## src/mpss_regs.svh

```systemverilog
// Contract
// - Carrier keeps supplies off until module releases reset; release means ready to boot.
// - Module drives shutdown request low on thermal, software or under-voltage need.
// - After supply-good enable falls, module asserts reset before carrier cuts supplies.
// - Exactly three main states OFF, ON, SLEEP, moved by hardware or software events.
// - OFF to ON only on rising supply-good enable with input supply present.
// - OFF is default, entered only from ON on an OFF event.
// - Supply-good enable low for 100 us while ON starts shutdown sequence.
// - Software shutdown only in ON with software running; thermal shutdown from any state (code acts on thermal only in ON and SLEEP).
// - All shutdowns drive request low; supply shutdown waits for supply-good enable low.
// - Supply-good enable is debounced with a 1 ms interval.
// - SLEEP, with deep sleep, entered only from ON; wake skips full boot.
// - Outputs hold their pre-sleep levels throughout SLEEP.
// - SLEEP left only on a wake event, internal or from connector pins; code also leaves SLEEP for the shutdown request state on thermal_unsafe_i.
// - Timer programmed at sleep entry wakes the module on expiry.
// - Crossing hot or cold limit during SLEEP forces wake.
// - USB supply, card detect and connector wakes are individually enabled.
// - Reset line assertion resets module and onboard storage; code acts on it only in ON, not in SLEEP or the shutdown request state.
// - Sleep indicator low while in deep sleep sub-mode.
// - Reset line is open-drain; carrier may pull low, module releases after sequence.
`ifndef MPSS_REGS_SVH
`define MPSS_REGS_SVH

`define MPSS_CLK_HZ 20_000_000
`define MPSS_DEBOUNCE_US 1000
`define MPSS_HW_SHDN_US 100
`define MPSS_DEBOUNCE_CYC ((`MPSS_DEBOUNCE_US * (`MPSS_CLK_HZ / 1_000_000)))
`define MPSS_HW_SHDN_CYC ((`MPSS_HW_SHDN_US * (`MPSS_CLK_HZ / 1_000_000)))
`define MPSS_PWRUP_CYC 16
`define MPSS_PWRDN_CYC 16
`define MPSS_WAKE_TIMER_W 32
`define MPSS_WAKE_PIN_N 4
`define MPSS_OUT_W 8
`define MPSS_WK_USB 0
`define MPSS_WK_CARD 1

`endif

```

## src/mpss_pkg.sv

```systemverilog
package mpss_pkg;
	typedef enum logic [2:0]
	{
		MPSS_OFF,
		MPSS_PWRUP,
		MPSS_ON,
		MPSS_SLEEP,
		MPSS_SHDN_REQ,
		MPSS_PWRDN
	} mpss_state_t;
endpackage

```

## src/mpss_debounce.sv

```systemverilog
`include "mpss_regs.svh"

module mpss_debounce #(
	parameter int CYCLES = `MPSS_DEBOUNCE_CYC
) (
	input wire logic ref_clk_i,
	input wire logic rst_i,
	input wire logic raw_i,
	output logic level_o,
	output logic rise_o
);
	typedef struct packed
	{
		logic level;
		logic rise;
		logic [31:0] cnt;
	} mpss_db_t;

	mpss_db_t st_r;
	mpss_db_t st_nxt;

	always_comb
	begin
		st_nxt = st_r;
		st_nxt.rise = 1'b0;
		if (raw_i == st_r.level)
		begin
			st_nxt.cnt = 32'h0000_0000;
		end
		else if (st_r.cnt >= 32'(CYCLES - 1))
		begin
			st_nxt.level = raw_i;
			st_nxt.rise = raw_i;
			st_nxt.cnt = 32'h0000_0000;
		end
		else
		begin
			st_nxt.cnt = st_r.cnt + 32'h0000_0001;
		end
	end

	always_ff @(posedge ref_clk_i or posedge rst_i)
	begin
		if (rst_i)
		begin
			st_r <= '0;
		end
		else
		begin
			st_r <= st_nxt;
		end
	end

	assign level_o = st_r.level;
	assign rise_o = st_r.rise;
endmodule

```

## src/mpss_sequencer.sv

```systemverilog
`include "mpss_regs.svh"

module mpss_sequencer #(
	parameter int DEBOUNCE_CYC = `MPSS_DEBOUNCE_CYC,
	parameter int HW_SHDN_CYC = `MPSS_HW_SHDN_CYC,
	parameter int PWRUP_CYC = `MPSS_PWRUP_CYC,
	parameter int PWRDN_CYC = `MPSS_PWRDN_CYC,
	parameter int OUT_W = `MPSS_OUT_W,
	parameter int WAKE_PIN_N = `MPSS_WAKE_PIN_N,
	parameter int TIMER_W = `MPSS_WAKE_TIMER_W
) (
	input wire logic ref_clk_i,
	input wire logic rst_i,
	input wire logic supply_good_en_i,
	input wire logic input_supply_ok_i,
	input wire logic module_reset_n_i,
	output logic module_reset_n_o,
	output logic module_reset_n_oe_o,
	output logic shutdown_req_n_o,
	output logic sleep_indicator_n_o,
	output logic storage_reset_o,
	output logic [2:0] power_state_o,
	input wire logic sw_running_i,
	input wire logic sw_shutdown_i,
	input wire logic undervoltage_i,
	input wire logic thermal_unsafe_i,
	input wire logic temp_hot_i,
	input wire logic temp_cold_i,
	input wire logic sleep_req_i,
	input wire logic deep_sleep_level_i,
	input wire logic [TIMER_W-1:0] wake_timer_i,
	input wire logic wake_timer_en_i,
	input wire logic usb_supply_detect_i,
	input wire logic card_detect_i,
	input wire logic [WAKE_PIN_N-1:0] wake_pin_i,
	input wire logic [1:0] wake_src_en_i,
	input wire logic [WAKE_PIN_N-1:0] wake_pin_en_i,
	input wire logic [OUT_W-1:0] live_out_i,
	output logic [OUT_W-1:0] held_out_o
);
	typedef struct packed
	{
		mpss_pkg::mpss_state_t state;
		logic [31:0] cnt;
		logic [TIMER_W-1:0] timer;
		logic timer_on;
		logic deep;
		logic req_n;
		logic rst_drive;
		logic sleep_n;
		logic stor_rst;
		logic [OUT_W-1:0] held;
		logic [2:0] pstate;
	} mpss_seq_t;

	mpss_seq_t st_r;
	mpss_seq_t st_nxt;
	logic en_level;
	logic en_rise;
	logic wake;
	logic shdn_need;

	mpss_debounce #(
		.CYCLES(DEBOUNCE_CYC)
	) u_debounce (
		.ref_clk_i(ref_clk_i),
		.rst_i(rst_i),
		.raw_i(supply_good_en_i),
		.level_o(en_level),
		.rise_o(en_rise)
	);

	function automatic logic [1:0] state_code(input mpss_pkg::mpss_state_t s);
		case (s)
			mpss_pkg::MPSS_ON: state_code = 2'h1;
			mpss_pkg::MPSS_SLEEP: state_code = 2'h2;
			mpss_pkg::MPSS_SHDN_REQ: state_code = 2'h1;
			default: state_code = 2'h0;
		endcase
	endfunction

	// Terminal count shared by every timed phase
	function automatic logic cnt_done(input logic [31:0] cnt, input int lim);
		cnt_done = cnt >= 32'(lim - 1);
	endfunction

	function automatic logic [31:0] cnt_inc(input logic [31:0] cnt);
		cnt_inc = cnt + 32'h0000_0001;
	endfunction

	always_comb
	begin
		wake = (usb_supply_detect_i & wake_src_en_i[`MPSS_WK_USB])
			| (card_detect_i & wake_src_en_i[`MPSS_WK_CARD])
			| (|(wake_pin_i & wake_pin_en_i))
			| (st_r.timer_on && st_r.timer == '0)
			| temp_hot_i | temp_cold_i;
		shdn_need = thermal_unsafe_i | undervoltage_i | (sw_shutdown_i & sw_running_i);
	end

	always_comb
	begin
		st_nxt = st_r;
		case (st_r.state)
			mpss_pkg::MPSS_OFF:
			begin
				st_nxt.rst_drive = 1'b1;
				st_nxt.stor_rst = 1'b1;
				st_nxt.req_n = 1'b1;
				st_nxt.sleep_n = 1'b1;
				st_nxt.cnt = '0;
				if (en_rise && input_supply_ok_i)
				begin
					st_nxt.state = mpss_pkg::MPSS_PWRUP;
				end
			end
			mpss_pkg::MPSS_PWRUP:
			begin
				st_nxt.cnt = cnt_inc(st_r.cnt);
				if (!en_level)
				begin
					st_nxt.state = mpss_pkg::MPSS_OFF;
				end
				else if (cnt_done(st_r.cnt, PWRUP_CYC))
				begin
					st_nxt.rst_drive = 1'b0;
					st_nxt.stor_rst = 1'b0;
					st_nxt.cnt = '0;
					st_nxt.state = mpss_pkg::MPSS_ON;
				end
			end
			mpss_pkg::MPSS_ON:
			begin
				st_nxt.held = live_out_i;
				st_nxt.sleep_n = 1'b1;
				// Raw low time counted; debounced level confirms
				if (!supply_good_en_i)
				begin
					st_nxt.cnt = cnt_inc(st_r.cnt);
				end
				else
				begin
					st_nxt.cnt = '0;
				end
				if (!en_level || cnt_done(st_r.cnt, HW_SHDN_CYC))
				begin
					st_nxt.req_n = 1'b0;
					st_nxt.cnt = '0;
					if (!en_level)
					begin
						st_nxt.state = mpss_pkg::MPSS_PWRDN;
					end
					else
					begin
						st_nxt.state = mpss_pkg::MPSS_SHDN_REQ;
					end
				end
				else if (shdn_need)
				begin
					st_nxt.req_n = 1'b0;
					st_nxt.state = mpss_pkg::MPSS_SHDN_REQ;
				end
				else if (sleep_req_i)
				begin
					st_nxt.deep = deep_sleep_level_i;
					st_nxt.sleep_n = ~deep_sleep_level_i;
					st_nxt.timer = wake_timer_i;
					st_nxt.timer_on = wake_timer_en_i;
					st_nxt.state = mpss_pkg::MPSS_SLEEP;
				end
			end
			mpss_pkg::MPSS_SLEEP:
			begin
				st_nxt.sleep_n = ~st_r.deep;
				if (st_r.timer_on && st_r.timer != '0)
				begin
					st_nxt.timer = st_r.timer - 1'b1;
				end
				if (thermal_unsafe_i)
				begin
					st_nxt.req_n = 1'b0;
					st_nxt.deep = 1'b0;
					st_nxt.sleep_n = 1'b1;
					st_nxt.state = mpss_pkg::MPSS_SHDN_REQ;
				end
				else if (wake)
				begin
					st_nxt.sleep_n = 1'b1;
					st_nxt.deep = 1'b0;
					st_nxt.timer_on = 1'b0;
					st_nxt.state = mpss_pkg::MPSS_ON;
				end
			end
			mpss_pkg::MPSS_SHDN_REQ:
			begin
				// Wait for carrier to drop enable
				st_nxt.req_n = 1'b0;
				st_nxt.cnt = '0;
				if (!en_level)
				begin
					st_nxt.state = mpss_pkg::MPSS_PWRDN;
				end
			end
			mpss_pkg::MPSS_PWRDN:
			begin
				st_nxt.rst_drive = 1'b1;
				st_nxt.stor_rst = 1'b1;
				st_nxt.cnt = cnt_inc(st_r.cnt);
				if (cnt_done(st_r.cnt, PWRDN_CYC))
				begin
					st_nxt.state = mpss_pkg::MPSS_OFF;
				end
			end
			default:
			begin
				st_nxt.state = mpss_pkg::MPSS_OFF;
			end
		endcase
		// Line goes low on the edge that enters PWRDN, never a cycle late
		if (st_nxt.state == mpss_pkg::MPSS_PWRDN)
		begin
			st_nxt.rst_drive = 1'b1;
			st_nxt.stor_rst = 1'b1;
		end
		// Carrier pulling the line low while ON resets module and storage
		if (!module_reset_n_i && !st_r.rst_drive && st_r.state == mpss_pkg::MPSS_ON)
		begin
			st_nxt.stor_rst = 1'b1;
			st_nxt.rst_drive = 1'b1;
			st_nxt.state = mpss_pkg::MPSS_PWRUP;
			st_nxt.cnt = '0;
		end
		// State code registered so the port comes straight from a flop
		st_nxt.pstate = {1'b0, state_code(st_nxt.state)};
	end

	always_ff @(posedge ref_clk_i or posedge rst_i)
	begin
		if (rst_i)
		begin
			st_r <= '{state: mpss_pkg::MPSS_OFF, cnt: '0, timer: '0, timer_on: 1'b0,
				deep: 1'b0, req_n: 1'b1, rst_drive: 1'b1, sleep_n: 1'b1,
				stor_rst: 1'b1, held: '0, pstate: 3'h0};
		end
		else
		begin
			st_r <= st_nxt;
		end
	end

	// Open drain: only ever drives low
	assign module_reset_n_o = 1'b0;
	assign module_reset_n_oe_o = st_r.rst_drive;
	assign shutdown_req_n_o = st_r.req_n;
	assign sleep_indicator_n_o = st_r.sleep_n;
	assign storage_reset_o = st_r.stor_rst;
	assign power_state_o = st_r.pstate;
	assign held_out_o = st_r.held;
endmodule

```

## config.mk

```make
export PLATFORM = sky130hd
export DESIGN_NAME = mpss_sequencer
export DESIGN_NICKNAME = d
export VERILOG_FILES = /design/src/mpss_pkg.sv /design/src/mpss_debounce.sv /design/src/mpss_sequencer.sv
export VERILOG_INCLUDE_DIRS = /design/src /design/src/src
export SDC_FILE = /design/constraint.sdc
export NUM_CORES = 1
export LEC_CHECK = 0
export ABC_AREA = 0
export BUFFER_PORTS_ARGS = -buffer_cell sky130_fd_sc_hd__buf_2
export CAP_MARGIN = 10
export CORE_MARGIN = 2
export CORE_UTILIZATION = 42
export CTS_BUF_LIST = sky130_fd_sc_hd__clkbuf_4
export CTS_CLUSTER_DIAMETER = 40
export DETAILED_ROUTE_END_ITERATION = 10
export HOLD_SLACK_MARGIN = 0.06
export PLACE_DENSITY = 0.59
export SETUP_SLACK_MARGIN = 0.02
export SLEW_MARGIN = 20
export SYNTH_ARGS = -nofsm -noshare
export SYNTH_HDL_FRONTEND = slang
export SYNTH_SLANG_ARGS = --single-unit
```

## constraint.sdc

```tcl
create_clock -name ref_clk_i -period 5.4 [get_ports ref_clk_i]
set_input_delay 0.27 -clock ref_clk_i [delete_from_list [all_inputs] [get_ports ref_clk_i]]
set_output_delay 0.27 -clock ref_clk_i [all_outputs]
set_load 0.02 [all_outputs]
```

---- Yosys cells after proc, flatten, opt, wreduce, memory -nomap -nowiden ----
Index checks and enable logic that the tools add are counted.
Widths: inputs -> output; s select.
word-level totals
  register bits ........................... 116
  word-level logic and storage cells ...... 126
cells by class
  add/sub/neg operators ................... 3
  equality and inequality tests ........... 21
  multiplexer cells ....................... 45
  $lt $le $gt $ge ......................... 3
  reduce and logical (&&, ||, !) cells .... 27
  bitwise operators ....................... 14
operators by type and width
  kind                   number
  $mux 32                6
  $pmux 32 s4            1
  $mux 34                3
  $mux 35                2
  $pmux 34 s2            1
  $add 32x1->32 const B  2
  $ge 32x11->1 const B   1
  $ge 32x15->1 const B   1
  $ge 32x4->1 const B    1
  $logic_not 32->1       1
  $reduce_bool 32->1     1
  $sub 32x1->32 const B  1
  $mux 3                 9
  $pmux 3 s6             1
  $mux 1                 17
  $ne 2x2->1 const B     7
  $eq 3x2->1 const B     4
  $eq 3x3->1 const B     4
  $reduce_and 5->1       2
  $reduce_bool 4->1      2
  $or 1x1->1             7
  $ne 3x3->1 const B     2
  $reduce_and 3->1       2
  $reduce_and 6->1       1
  other kinds (22)       34

---- Logic depth before layout (Yosys ltp) ----
Gate-level depths: netlist of the first run.
  depth in word-level cells ............... 13
  gate-level depth with buffers ........... 9
  gate-level depth less buffers ........... 7

---- Cells and area by module ----
Synthesis of the first run repeated with hierarchy kept, for this count alone.
unflattened totals
  cells, all modules ...................... 749
  area total of the unflattened synthesis .. 6756.5 um^2
modules (own cells, without submodules)
  module          cells each  sequential area each (um^2)  instances  area an instance (um^2)
  mpss_sequencer  640         2055.7                       1          5368.9
  mpss_debounce   109         850.8                        1          1387.6

---- Least setup slack after synthesis of the first run ----
OpenSTA, ideal clock, no wires.
  path type ............................... flip-flop to flip-flop
  from .................................... register st_r[41] in the netlist's numbering
  to ...................................... register st_r[30] in the netlist's numbering
  data required time ...................... 5273 ps
  slack ................................... 2881 ps
  setup time .............................. 127 ps
  cell stages (with the launch flop) ...... 8
  data arrival time ....................... 2392 ps
  cell sequence ........................... dfrtp_1 -> or4_4 -> or4_4 -> nor4_4 -> o21ba_2 -> buf_6 -> a21oi_1 -> o2bb2a_1
on the way
  word-level cells in the longest chain between the ends .. 4
RTL lines
  what                               RTL line               source
  start, declared                    mpss_sequencer.sv:56   mpss_seq_t st_r;
  start signal, assigned             mpss_sequencer.sv:241  st_r <= '{state: mpss_pkg::MPSS_OFF, cnt: '0, timer: '0, timer_on: 1'b0,
  start signal, assigned             mpss_sequencer.sv:247  st_r <= st_nxt;
  $reduce_bool 32->1                 mpss_sequencer.sv:175  if (st_r.timer_on && st_r.timer != '0)
  $logic_and 1x1->1                  mpss_sequencer.sv:175
  $ne 2x2->1 (no source line)        -
  $reduce_and 5->1 (no source line)  -
Every way passes these cells.
A chain may end at the register's enable or synchronous reset.

---- Worst setup path in the final report of the first run ----
  from .................................... register st_r[83] in the netlist's numbering
  to ...................................... register st_r[28] in the netlist's numbering
on the way
  word-level cells in the longest chain between the ends .. 3
  elaborated cells between the ends (all ways) .. 9
  classes of those cells .................. 6 x eq/ne; 1 x mux; 2 x reduce/logical
RTL lines
  what                                                              RTL line               source
  $eq 3x2->1                                                        mpss_sequencer.sv:104  case (st_r.state)
  $ne 2x2->1 (no source line) or $reduce_bool 2->1 (tied branches)  -
  $reduce_and 5->1 (no source line)                                 -
Parallel ways exist; a longest one is shown, timed or not.

==> results.py, run 1 <==
metrics = {
    "synth": {
        "yosys_most_used_dff": "dfrtp_1",
        "synth_top_family_by_area": "simple AND/OR/NAND/NOR gates",
        "synth-adder-area-share_pct": 0.788,
        "synthesis.area_sq_um": 6350,
        "synth_seq_area_share_pct": 45.8,
        "ys_async_sr_fraction_pct": 100,
        "synthXorXnorAreaFrac_pct": 1.79,
        "avgSynthCellArea_sq_um": 8.98,
        "synth_compound_area_share_pct": 19.3,
        "synth.distinct_cells": 70,
        "synth_edf_count": 0,
        "syn_inst": 707,
        "yosys.area_share.simple_pct": 23.7,
        "synth_seq_cells": 116,
        "synthMuxAreaShare_pct": 2.54,
        "yosysWarnings": 0,
    },
    "pwr": {
        "power_mw": 1.88,
        "p_int_mw": 1.34,
        "p_comb_share_pct": 13.3,
        "irDropWorstVdd_v": 0.000192,
        "leakage_nw": 3.24,
        "pwr-share-clk_pct": 35.9,
        "pwr-share-seq_pct": 50.8,
        "swShare_pct": 28.7,
        "power_density_nw_per_um2": 252,
        "switchingPower_uw": 538,
    },
    "route": {
        "wirelength_um": 16100,
        "first_pass_iters": 7,
        "vias": 5755,
        "avgViaCountPerCell": 5.70,
        "detail_route.wl_per_cell_um": 16.0,
        "drc": 0,
        "dr.first_iter.drc_count": 547,
        "postRouteAntennaNets": 0,
    },
    "sta": {
        "setup_viol": 0,
        "period_needed_ps": 3450,
        "worst_pin_slew_ps": 1010,
        "whs_ps": 101,
        "maxSlewHeadroom_pct": 32.2,
        "maxSlewViolCount": 0,
        "timing.final.ws_setup_ps": 1950,
        "fin_skew_ps": 18.6,
        "rsz0062_at_grt": "false",
        "hold_viol_final": 0,
        "fin_crit_sh_pct": 63.9,
        "timing.fmax_mhz": 290,
        "tns_ps": 0,
    },
    "hold_path": {
        "whs_endpoint": "st_r[22]$_DFFE_PP0P_",
        "hp-start": "wake_timer_i[5]",
        "worstHoldPathCells": 3,
        "hold_path_class": "input pin to register",
    },
    "die": {
        "rows": 44,
        "num_io_pins": 82,
        "coreArea_sq_um": 14600,
        "dieArea_sq_um": 16100,
        "die-width_um": 127,
        "start_util_pct": 43.4,
        "die_y_um": 127,
    },
    "finish": {
        "final_net_count": 883,
        "layout_common_cells": "dfrtp_1 (113), nand2_1 (84), buf_2 (79)",
        "layout.cells.non_filler": 1010,
        "final_common_cell": "dfrtp_1",
        "n_fill_cell": 1357,
        "drive_above_1_share_pct": 17.9,
        "final_area_sq_um": 7460,
        "final_core_util_pct": 51.0,
        "areaGrowthSynthToFinish_pct": 17.5,
    },
    "setup_path": {
        "r2r_end": "st_r[28]$_DFFE_PP0P_",
        "critPathTopFamily": "simple AND/OR/NAND/NOR gates",
        "r2r-start": "st_r[83]$_DFF_PP0_",
        "critical_path_class": "register to register",
        "cpPeakStageDelay_ps": 780,
        "cpMaxStageDelayCell": "nor3b_2",
        "crit_start": "st_r[83]$_DFF_PP0_",
        "critPathBufInv": 1,
        "r2r_setup_slack_ps": 1950,
        "r2r_cells": 7,
        "critPathLaunchType": "register",
        "crit_fanout": 42,
        "arrival_ps": 3880,
        "endpoint_kind": "register",
        "path_cells": "nor3b_2 > and4_1 > nor4b_2 > o21bai_2 > buf_4 > a21boi_0 > a211o_1",
        "critical_path_required_ps": 5830,
    },
    "clock_network": {
        "clkTransAtPathRegs_ps": 110,
        "clockRootBuffer": "clkbuf_4",
        "cts_buffer_depth": 2,
        "clkLatencyLatePin_ps": 530,
        "cts_tree": "yes",
        "clock_sinks": 116,
        "post_cts_buffers": 0,
        "cts_htree_levels": 4,
        "cts_buffers": 17,
    },
    "placement": {
        "post_dp_cell_area_sq_um": 6790,
        "portBuffers": 79,
        "gp_congestion": 0.899,
        "place_inst": 941,
        "place_ws_ps": 1990,
        "dp.final_hpwl_um": 10900,
    },
    "global_route": {
        "overflow": 0,
        "antenna_found_initial": 1,
        "grt_usage_pct": 20.5,
        "grt_pass1_vias": 5389,
        "grt_max_degree": 65,
        "grt_pass1_wl_um": 26600,
    },
    "run": {
        "drv_cap": 0,
    },
    "status": {
        "status": "finished clean",
    },
}
## worst reg2reg max path, cell delays in order, from the launching register on
cell	delay, ps
dfrtp_1	510
nor3b_2	780
and4_1	320
nor4b_2	670
o21bai_2	260
buf_4	410
a21boi_0	160
a211o_1	250
## layer usage
| layer | track usage, % | share of wire, % | vias to the layer above |
|---|---|---|---|
| li1 | - | - | 2800 |
| met1 | 27.4 | 45 | 2771 |
| met2 | 33.0 | 49 | 162 |
| met3 | 4.68 | 4.7 | 22 |
| met4 | 7.50 | 1.9 | 0 |
| met5 | 0 | 0 | - |
## synth_stat cells, drive strengths merged (7+ instances only)
| master | instances | area (sq um) |
|---|---|---|
| xnor2 | 7 | 61.3 |
| buf | 30 | 231 |
| o22ai | 11 | 68.8 |
| nor3 | 16 | 80.1 |
| or3 | 9 | 56.3 |
| dfrtp | 113 | 2830 |
| nor4 | 21 | 146 |
| mux2 | 9 | 101 |
| nand4 | 15 | 93.8 |
| a31oi | 30 | 188 |
| clkbuf | 23 | 86.3 |
| o21ai | 31 | 166 |
| inv | 17 | 63.8 |
| nor2 | 60 | 225 |
| and3 | 11 | 68.8 |
| nand3 | 44 | 220 |
| nand2 | 84 | 315 |
| a21oi | 62 | 310 |
| a41oi | 7 | 61.3 |
## registers in the layout, summed over array words and instances, names as in the netlist
| name | flops |
|---|---|
| st_r | 69 |
| u_debounce.st_r | 32 |
| held_out_o | 8 |
| power_state_o | 2 |
| shutdown_req_n_o | 1 |
| sleep_indicator_n_o | 1 |
| storage_reset_o | 1 |
| u_debounce.level_o | 1 |
| u_debounce.rise_o | 1 |
## worst max-delay path by stage
stage / to / slack, ps / depth (start not counted)
after detailed placement: st_r[28]$_DFFE_PP0P_ / 1990 / 7
after global routing: st_r[28]$_DFFE_PP0P_ / 1680 / 7
after floorplan: held_out_o[0]$_DFFE_PP0P_ / 2060 / 1
final: st_r[28]$_DFFE_PP0P_ / 1950 / 7
after global placement: st_r[28]$_DFFE_PP0P_ / 2140 / 7
after CTS: st_r[28]$_DFFE_PP0P_ / 1990 / 7
## power by group through the flow
| stage | sequential (mW) | clock, mW | combinational [mW] |
|---|---|---|---|
| floorplan | 0.959 | 0 | 0.175 |
| global placement | 0.969 | 0 | 0.221 |
| detailed placement | 0.970 | 0 | 0.228 |
| CTS | 0.954 | 0.690 | 0.249 |
| global route | 0.963 | 0.735 | 0.280 |
| finish | 0.955 | 0.675 | 0.249 |
## logic make-up (layout without fill, tap and decap cells)
family                     after synthesis  in the layout
DFF                                    116            116
buffers and inverters                   70            170
adders and majority gates                4              4
and+or+nand+nor                        298            298
xor gates and xnor gates                13             13
AOI/OAI and AO/OA                      190            190
muxes                                   15             15
other                                    1             20
## timing repair
action                                 4_1_cts  5_1_grt
endpoints found under the hold margin       99        0
resized for setup                            0        0
hold buffers                                37        0
## final cells by class
cell class	instances	area, sq um	share of cell area (%)
Clock buffer	18	135	1.81
Antenna cell	1	2.50	0.0335
Multi-Input combinational cell	539	3150	42.2
Clock inverter	13	160	2.15
Timing Repair Buffer	122	811	10.9
Inverter	17	66.3	0.889
Sequential cell	116	2910	39.0
Tap cell	184	230	3.09
Power figures use the tool's default switching activity.
==> inputs of run 2 (changes only) <==
- ABC_AREA: 0 -> 1
- PLACE_DENSITY: 0.59 -> 0.61
- clock period: 5.4 -> 2.9 ns (I/O delays scaled with it)
==> results.py, run 2 <==
metrics = {
    "status": {
        "status": "finished clean",
    },
    "sta": {
        "tns_ps": 0,
        "maxSlewHeadroom_pct": 60.9,
        "setup_viol": 0,
        "timing.fmax_mhz": 430,
        "fin_skew_ps": 25.6,
        "hold_viol_final": 0,
        "rsz0062_at_grt": "false",
        "maxSlewViolCount": 0,
        "worst_pin_slew_ps": 587,
        "fin_crit_sh_pct": 80.3,
        "period_needed_ps": 2330,
    },
    "finish": {
        "layout.cells.non_filler": 1380,
        "drive_above_1_share_pct": 17.1,
        "final_core_util_pct": 50.0,
        "final_net_count": 1210,
        "largest_register_ffs": 69,
        "areaGrowthSynthToFinish_pct": 17.3,
        "regMostFlops": "st_r",
        "final_common_cell": "nand2_1",
        "layout_common_cells": "nand2_1 (327), nor2_1 (149), dfrtp_1 (113)",
    },
    "die": {
        "rows": 48,
        "die-width_um": 136,
        "dieArea_sq_um": 18500,
        "start_util_pct": 42.6,
        "die_y_um": 136,
        "num_io_pins": 82,
        "coreArea_sq_um": 17200,
    },
    "clock_network": {
        "cts_buffer_depth": 2,
        "clkTransAtPathRegs_ps": 110,
        "clock_sinks": 116,
        "cts_tree": "yes",
        "clockRootBuffer": "clkbuf_4",
        "clkLatencyLatePin_ps": 530,
        "cts-resized-gates": 0,
        "cts_buffers": 17,
        "cts_htree_levels": 4,
    },
    "global_route": {
        "antenna_found_initial": 1,
        "grt_max_degree": 105,
        "grt_usage_pct": 20.4,
        "overflow": 0,
        "grt_pass1_wl_um": 30100,
        "grt_pass1_vias": 6323,
    },
    "hold_path": {
        "hold_path_class": "input pin to register",
    },
    "setup_path": {
        "cpMaxStageDelayCell": "dlygate4sd3_1",
        "critical_path_class": "register to register",
        "path_cells": "ha_1 > nand3_1 > nand2_1 > nand3_1 > nand4_1 > nand2_2 > nand2_1 > nor2_1 > nand2_1 > dlygate4sd3_1 > nand2_1",
        "critPathBufInv": 1,
        "critical_path_required_ps": 3370,
        "worst_path_most_repeated_cell": "nand2_1",
        "critPathLaunchType": "register",
        "cpPeakStageDelay_ps": 540,
        "endpoint_kind": "register",
        "r2r_setup_slack_ps": 570,
        "crit_fanout": 7,
        "arrival_ps": 2800,
        "critPathTopFamily": "simple AND/OR/NAND/NOR gates",
    },
    "route": {
        "vias": 6651,
        "drc": 0,
        "detail_route.wl_per_cell_um": 12.8,
        "wirelength_um": 17600,
        "dr.first_iter.drc_count": 471,
        "avgViaCountPerCell": 4.82,
        "postRouteAntennaNets": 0,
        "first_pass_iters": 8,
    },
    "synth": {
        "synth_seq_cells": 116,
        "yosysMostFrequentCell": "nand2_1",
        "synth_top_area_share_pct": 38.6,
        "synth_area_leaders": "dfrtp_1 (39%), nand2_1 (17%), nor2_1 (7.7%)",
        "avgSynthCellArea_sq_um": 7.28,
        "netlist_top_cells_count": "nand2_1 (327), nor2_1 (150), dfrtp_1 (113), inv_1 (89), nand3_1 (59)",
        "yosys_most_used_dff": "dfrtp_1",
        "synth_edf_count": 0,
        "synthesis.area_sq_um": 7320,
        "ys_async_sr_fraction_pct": 100,
        "synth.largest_area_cell": "dfrtp_1",
        "yosysWarnings": 0,
        "syn_inst": 1005,
        "synth.distinct_cells": 41,
        "synth_seq_area_share_pct": 39.7,
    },
    "pwr": {
        "irDropWorstVdd_v": 0.000229,
        "leakage_nw": 3.98,
        "power_density_nw_per_um2": 450,
        "power_mw": 3.86,
    },
    "placement": {
        "place_inst": 1296,
        "gp_congestion": 0.882,
        "dp.final_hpwl_um": 12600,
        "portBuffers": 79,
    },
    "run": {
        "drv_cap": 0,
    },
}
run 2: cell count changes in the layout (fill, tap and decap cells not counted), moves of 15 or more:
cell | before | now
a31oi_1 | 30 | 0
nand3_1 | 44 | 59
o21ai_2 | 3 | 52
nor2_1 | 60 | 149
a21oi_1 | 62 | 12
xor2_1 | 6 | 31
nand2_1 | 84 | 327
inv_1 | 16 | 88
run 2: timing repair:
| item | in CTS | in global routing |
|---|---|---|
| hold endpoints to repair | 163 | 0 |
| buffers inserted | 0 | 0 |
| hold buffers | 50 | 0 |
run 2: cells by family (layout without fill, tap and decap cells):
logic type	after synthesis	in the layout	synth area share, %
and+or+nand+nor	609	609	35.4
buffers and inverters	133	263	9.26
DFF	116	116	39.7
AOI/OAI and AO/OA	98	98	9.59
xor gates and xnor gates	42	42	5.03
adders and majority gates	4	4	0.684
muxes	2	2	0.274
other	1	21	0.0512
run 2: routing by layer:
| metal | vias to the layer above | global-route usage [%] | wire (um) | part of all wire (%) |
|---|---|---|---|---|
| met5 | - | 0 | 0 | 0 |
| met4 | 0 | 6.60 | 397 | 2.3 |
| met3 | 40 | 4.55 | 681 | 3.9 |
| met2 | 150 | 33.2 | 8440 | 48 |
| met1 | 3034 | 27.1 | 8100 | 46 |
| li1 | 3427 | - | - | - |
run 2: worst reg2reg max path: stages (launching register included):
cell           delay, ps
dfrtp_1              470
ha_1                 260
nand3_1              220
nand2_1               80
nand3_1              100
nand4_1              150
nand2_2              150
nand2_1              100
nor2_1               100
nand2_1               50
dlygate4sd3_1        540
nand2_1               70
run 2: final timing paths:
path / from / endpoint / cells past startpoint
hold / removal: wake_pin_en_i[1] / st_r[81]$_DFF_PP0_ / 4
min in group asynchronous: rst_i / st_r[74]$_DFFE_PP0P_ / 3
max in group asynchronous: rst_i / u_debounce.st_r[4]$_DFF_PP0_ / 4
hold reg to reg: sleep_indicator_n_o$_DFFE_PP1P_ / sleep_indicator_n_o$_DFFE_PP1P_ / 2
setup reg to reg: st_r[49]$_DFFE_PP0P_ / st_r[16]$_DFFE_PP0P_ / 11
setup / recovery: st_r[49]$_DFFE_PP0P_ / st_r[16]$_DFFE_PP0P_ / 11
run 2: per-stage QoR:
stage	setup slack, ps	cell area (sq um)	hold slack [ps]
after CTS	562	8580	65.1
after detailed placement	743	7810	129
final	572	8580	117
after floorplan	1160	7390	262
after global routing	333	8580	101
after global placement	818	7810	123
run 2: layout make-up:
type                    instances  area, sq um
repair buffers                134          946
fillers                      1724         8590
well taps                     225          282
inverters                      97          375
flip-flops and latches        116         2910
clock inverters                12          115
diodes                          2         5.00
clock buffers                  20          150
multi-input cells             774         3800
run 2: power by group:
| group | total [mW] | switching [mW] | internal (mW) |
|---|---|---|---|
| logic | 0.799 | 0.492 | 0.307 |
| clock network | 1.17 | 0.639 | 0.527 |
| registers | 1.90 | 0.133 | 1.76 |
==> inputs of run 3 (changes only) <==
- PLACE_DENSITY: 0.61 -> 0.58
- clock period: 2.9 -> 2.4 ns (I/O delays scaled with it)
==> results.py, run 3 (synthesis results as in run 2) <==
metrics = {
    "status": {
        "status": "finished clean",
    },
    "sta": {
        "worst_pin_slew_ps": 630,
        "setup_viol": 0,
        "timing.fmax_mhz": 452,
        "fin_crit_sh_pct": 92.2,
        "hold_viol_final": 0,
        "tns_ps": 0,
        "maxSlewHeadroom_pct": 58.0,
        "fin_skew_ps": 18.7,
        "rsz0062_at_grt": "false",
        "period_needed_ps": 2210,
        "maxSlewViolCount": 0,
    },
    "die": {
        "coreArea_sq_um": 17200,
        "dieArea_sq_um": 18500,
        "rows": 48,
        "num_io_pins": 82,
        "die_y_um": 136,
        "start_util_pct": 42.6,
        "die-width_um": 136,
    },
    "global_route": {
        "grt_pass1_wl_um": 29600,
        "overflow": 0,
        "grt_max_degree": 117,
        "grt_pass1_vias": 6111,
        "grt_usage_pct": 20.2,
        "antenna_found_initial": 1,
    },
    "finish": {
        "layout_common_cells": "nand2_1 (327), nor2_1 (138), dfrtp_1 (107)",
        "final_common_cell": "nand2_1",
        "n_fill_cell": 1751,
        "regMostFlops": "st_r",
        "final_core_util_pct": 50.8,
        "areaGrowthSynthToFinish_pct": 19.2,
        "layout.cells.non_filler": 1388,
        "ff_latch_area_sq_um": 2910,
        "largest_register_ffs": 69,
        "final_net_count": 1219,
        "drive_above_1_share_pct": 19.3,
        "multi_input_area_sq_um": 3850,
    },
    "setup_path": {
        "critical_path_class": "register to register",
        "worst_path_most_repeated_cell": "nand2_1",
        "cpMaxStageDelayCell": "dlygate4sd3_1",
        "cp.depth": 11,
        "r2r_setup_slack_ps": 190,
        "critical_path_required_ps": 2890,
        "arrival_ps": 2700,
        "path_cells": "ha_1 > nand3_2 > nand2_1 > nand3_1 > nand4_1 > nand2_2 > nand2_1 > nor2_1 > nand2_1 > dlygate4sd3_1 > nand2_1",
        "crit_start": "st_r[49]$_DFFE_PP0P_",
        "crit_fanout": 7,
        "r2r-start": "st_r[49]$_DFFE_PP0P_",
        "critPathLaunchType": "register",
        "cpPeakStageDelay_ps": 540,
        "r2r_end": "st_r[16]$_DFFE_PP0P_",
        "critPathBufInv": 1,
        "critPathTopFamily": "simple AND/OR/NAND/NOR gates",
        "endpoint": "st_r[16]$_DFFE_PP0P_",
        "endpoint_kind": "register",
        "r2r_cells": 11,
    },
    "placement": {
        "portBuffers": 79,
        "dp.final_hpwl_um": 12800,
        "place_inst": 1300,
        "gp_congestion": 0.905,
    },
    "pwr": {
        "irDropWorstVdd_v": 0.000402,
        "leakage_nw": 4.02,
        "power_density_nw_per_um2": 544,
    },
    "route": {
        "detail_route.wl_per_cell_um": 12.9,
        "postRouteAntennaNets": 0,
        "met3WireLength_um": 784,
        "wirelength_um": 17900,
        "avgViaCountPerCell": 4.78,
        "dr.first_iter.drc_count": 408,
        "drc": 0,
        "top_layer_used": "met4",
        "dr_wl_met2_um": 8400,
        "vias": 6631,
        "wl_met1_um": 8530,
        "first_pass_iters": 6,
    },
    "clock_network": {
        "clkTransAtPathRegs_ps": 110,
        "clkLatencyLatePin_ps": 540,
        "clockRootBuffer": "clkbuf_4",
        "cts_buffer_depth": 2,
        "cts_htree_levels": 4,
        "clock_sinks": 116,
        "cts_buffers": 17,
        "cts_tree": "yes",
    },
    "hold_path": {
        "hold_path_class": "input pin to register",
    },
    "run": {
        "drv_cap": 0,
    },
}
==> run 3: cell types whose count changed in the layout (fill, tap and decap cells not counted), moves of 5 or more <==
cell,delta
nor2_1,-11
nor2_2,+8
buf_4,+6
dfrtp_1,-6
dfrtp_2,+6
inv_6,+5
==> run 3: worst min-delay path: cells and delay by family <==
family	cells	cell delay, ps
AO/OA/AOI/OAI	2	250
buffers and inverters	1	80
AND/OR/NAND/NOR	3	170
==> run 3: area by class of cell <==
type | count | area share [%]
multi-input combinational | 774 | 44.1
sequential | 116 | 33.4
timing repair buffer | 143 | 11.7
inverter | 97 | 4.30
tap | 225 | 3.23
clock inverter | 15 | 1.75
clock buffer | 17 | 1.46
antenna | 1 | 0.0287
==> run 3: through the flow <==
| stage | setup slack (ps) | area [sq um] | hold WS [ps] | total power, mW |
|---|---|---|---|---|
| floorplan | 661 | 7390 | 237 | 3.09 |
| global placement | 324 | 7840 | 321 | 3.22 |
| detailed placement | 239 | 7840 | 328 | 3.23 |
| CTS | 67.4 | 8650 | 63.1 | 4.81 |
| global route | 3.83 | 8730 | 87.9 | 5.07 |
| finish | 186 | 8730 | 107 | 4.75 |
==> run 3: worst min path at each step <==
stage | startpoint | endpoint | cells past startpoint
6_report | wake_pin_i[1] | st_r[16]$_DFFE_PP0P_ | 6
5_1_grt | wake_pin_i[1] | st_r[16]$_DFFE_PP0P_ | 6
4_1_cts | wake_pin_i[1] | st_r[16]$_DFFE_PP0P_ | 6
3_5_place_dp | live_out_i[2] | held_out_o[2]$_DFFE_PP0P_ | 3
3_3_place_gp | live_out_i[2] | held_out_o[2]$_DFFE_PP0P_ | 3
2_1_floorplan | live_out_i[0] | held_out_o[0]$_DFFE_PP0P_ | 2
==> run 3: per-layer routing <==
| layer | vias up | track usage, % |
|---|---|---|
| met5 | - | 0 |
| met4 | 0 | 5.09 |
| met3 | 18 | 4.85 |
| met1 | 3031 | 27.7 |
| met2 | 139 | 32.2 |
| li1 | 3443 | - |
==> run 3: timing repair <==
action,in CTS,in global routing
endpoints found under the setup margin,0,30
setup buffers,0,2
hold buffers,53,0
resized for setup,0,22
endpoints found under the hold margin,164,0
==> run 3: power breakdown <==
part | internal, mW | switching, mW
clock | 0.623 | 0.838
combinational | 0.390 | 0.591
sequential | 2.13 | 0.179
total | 3.14 | 1.61
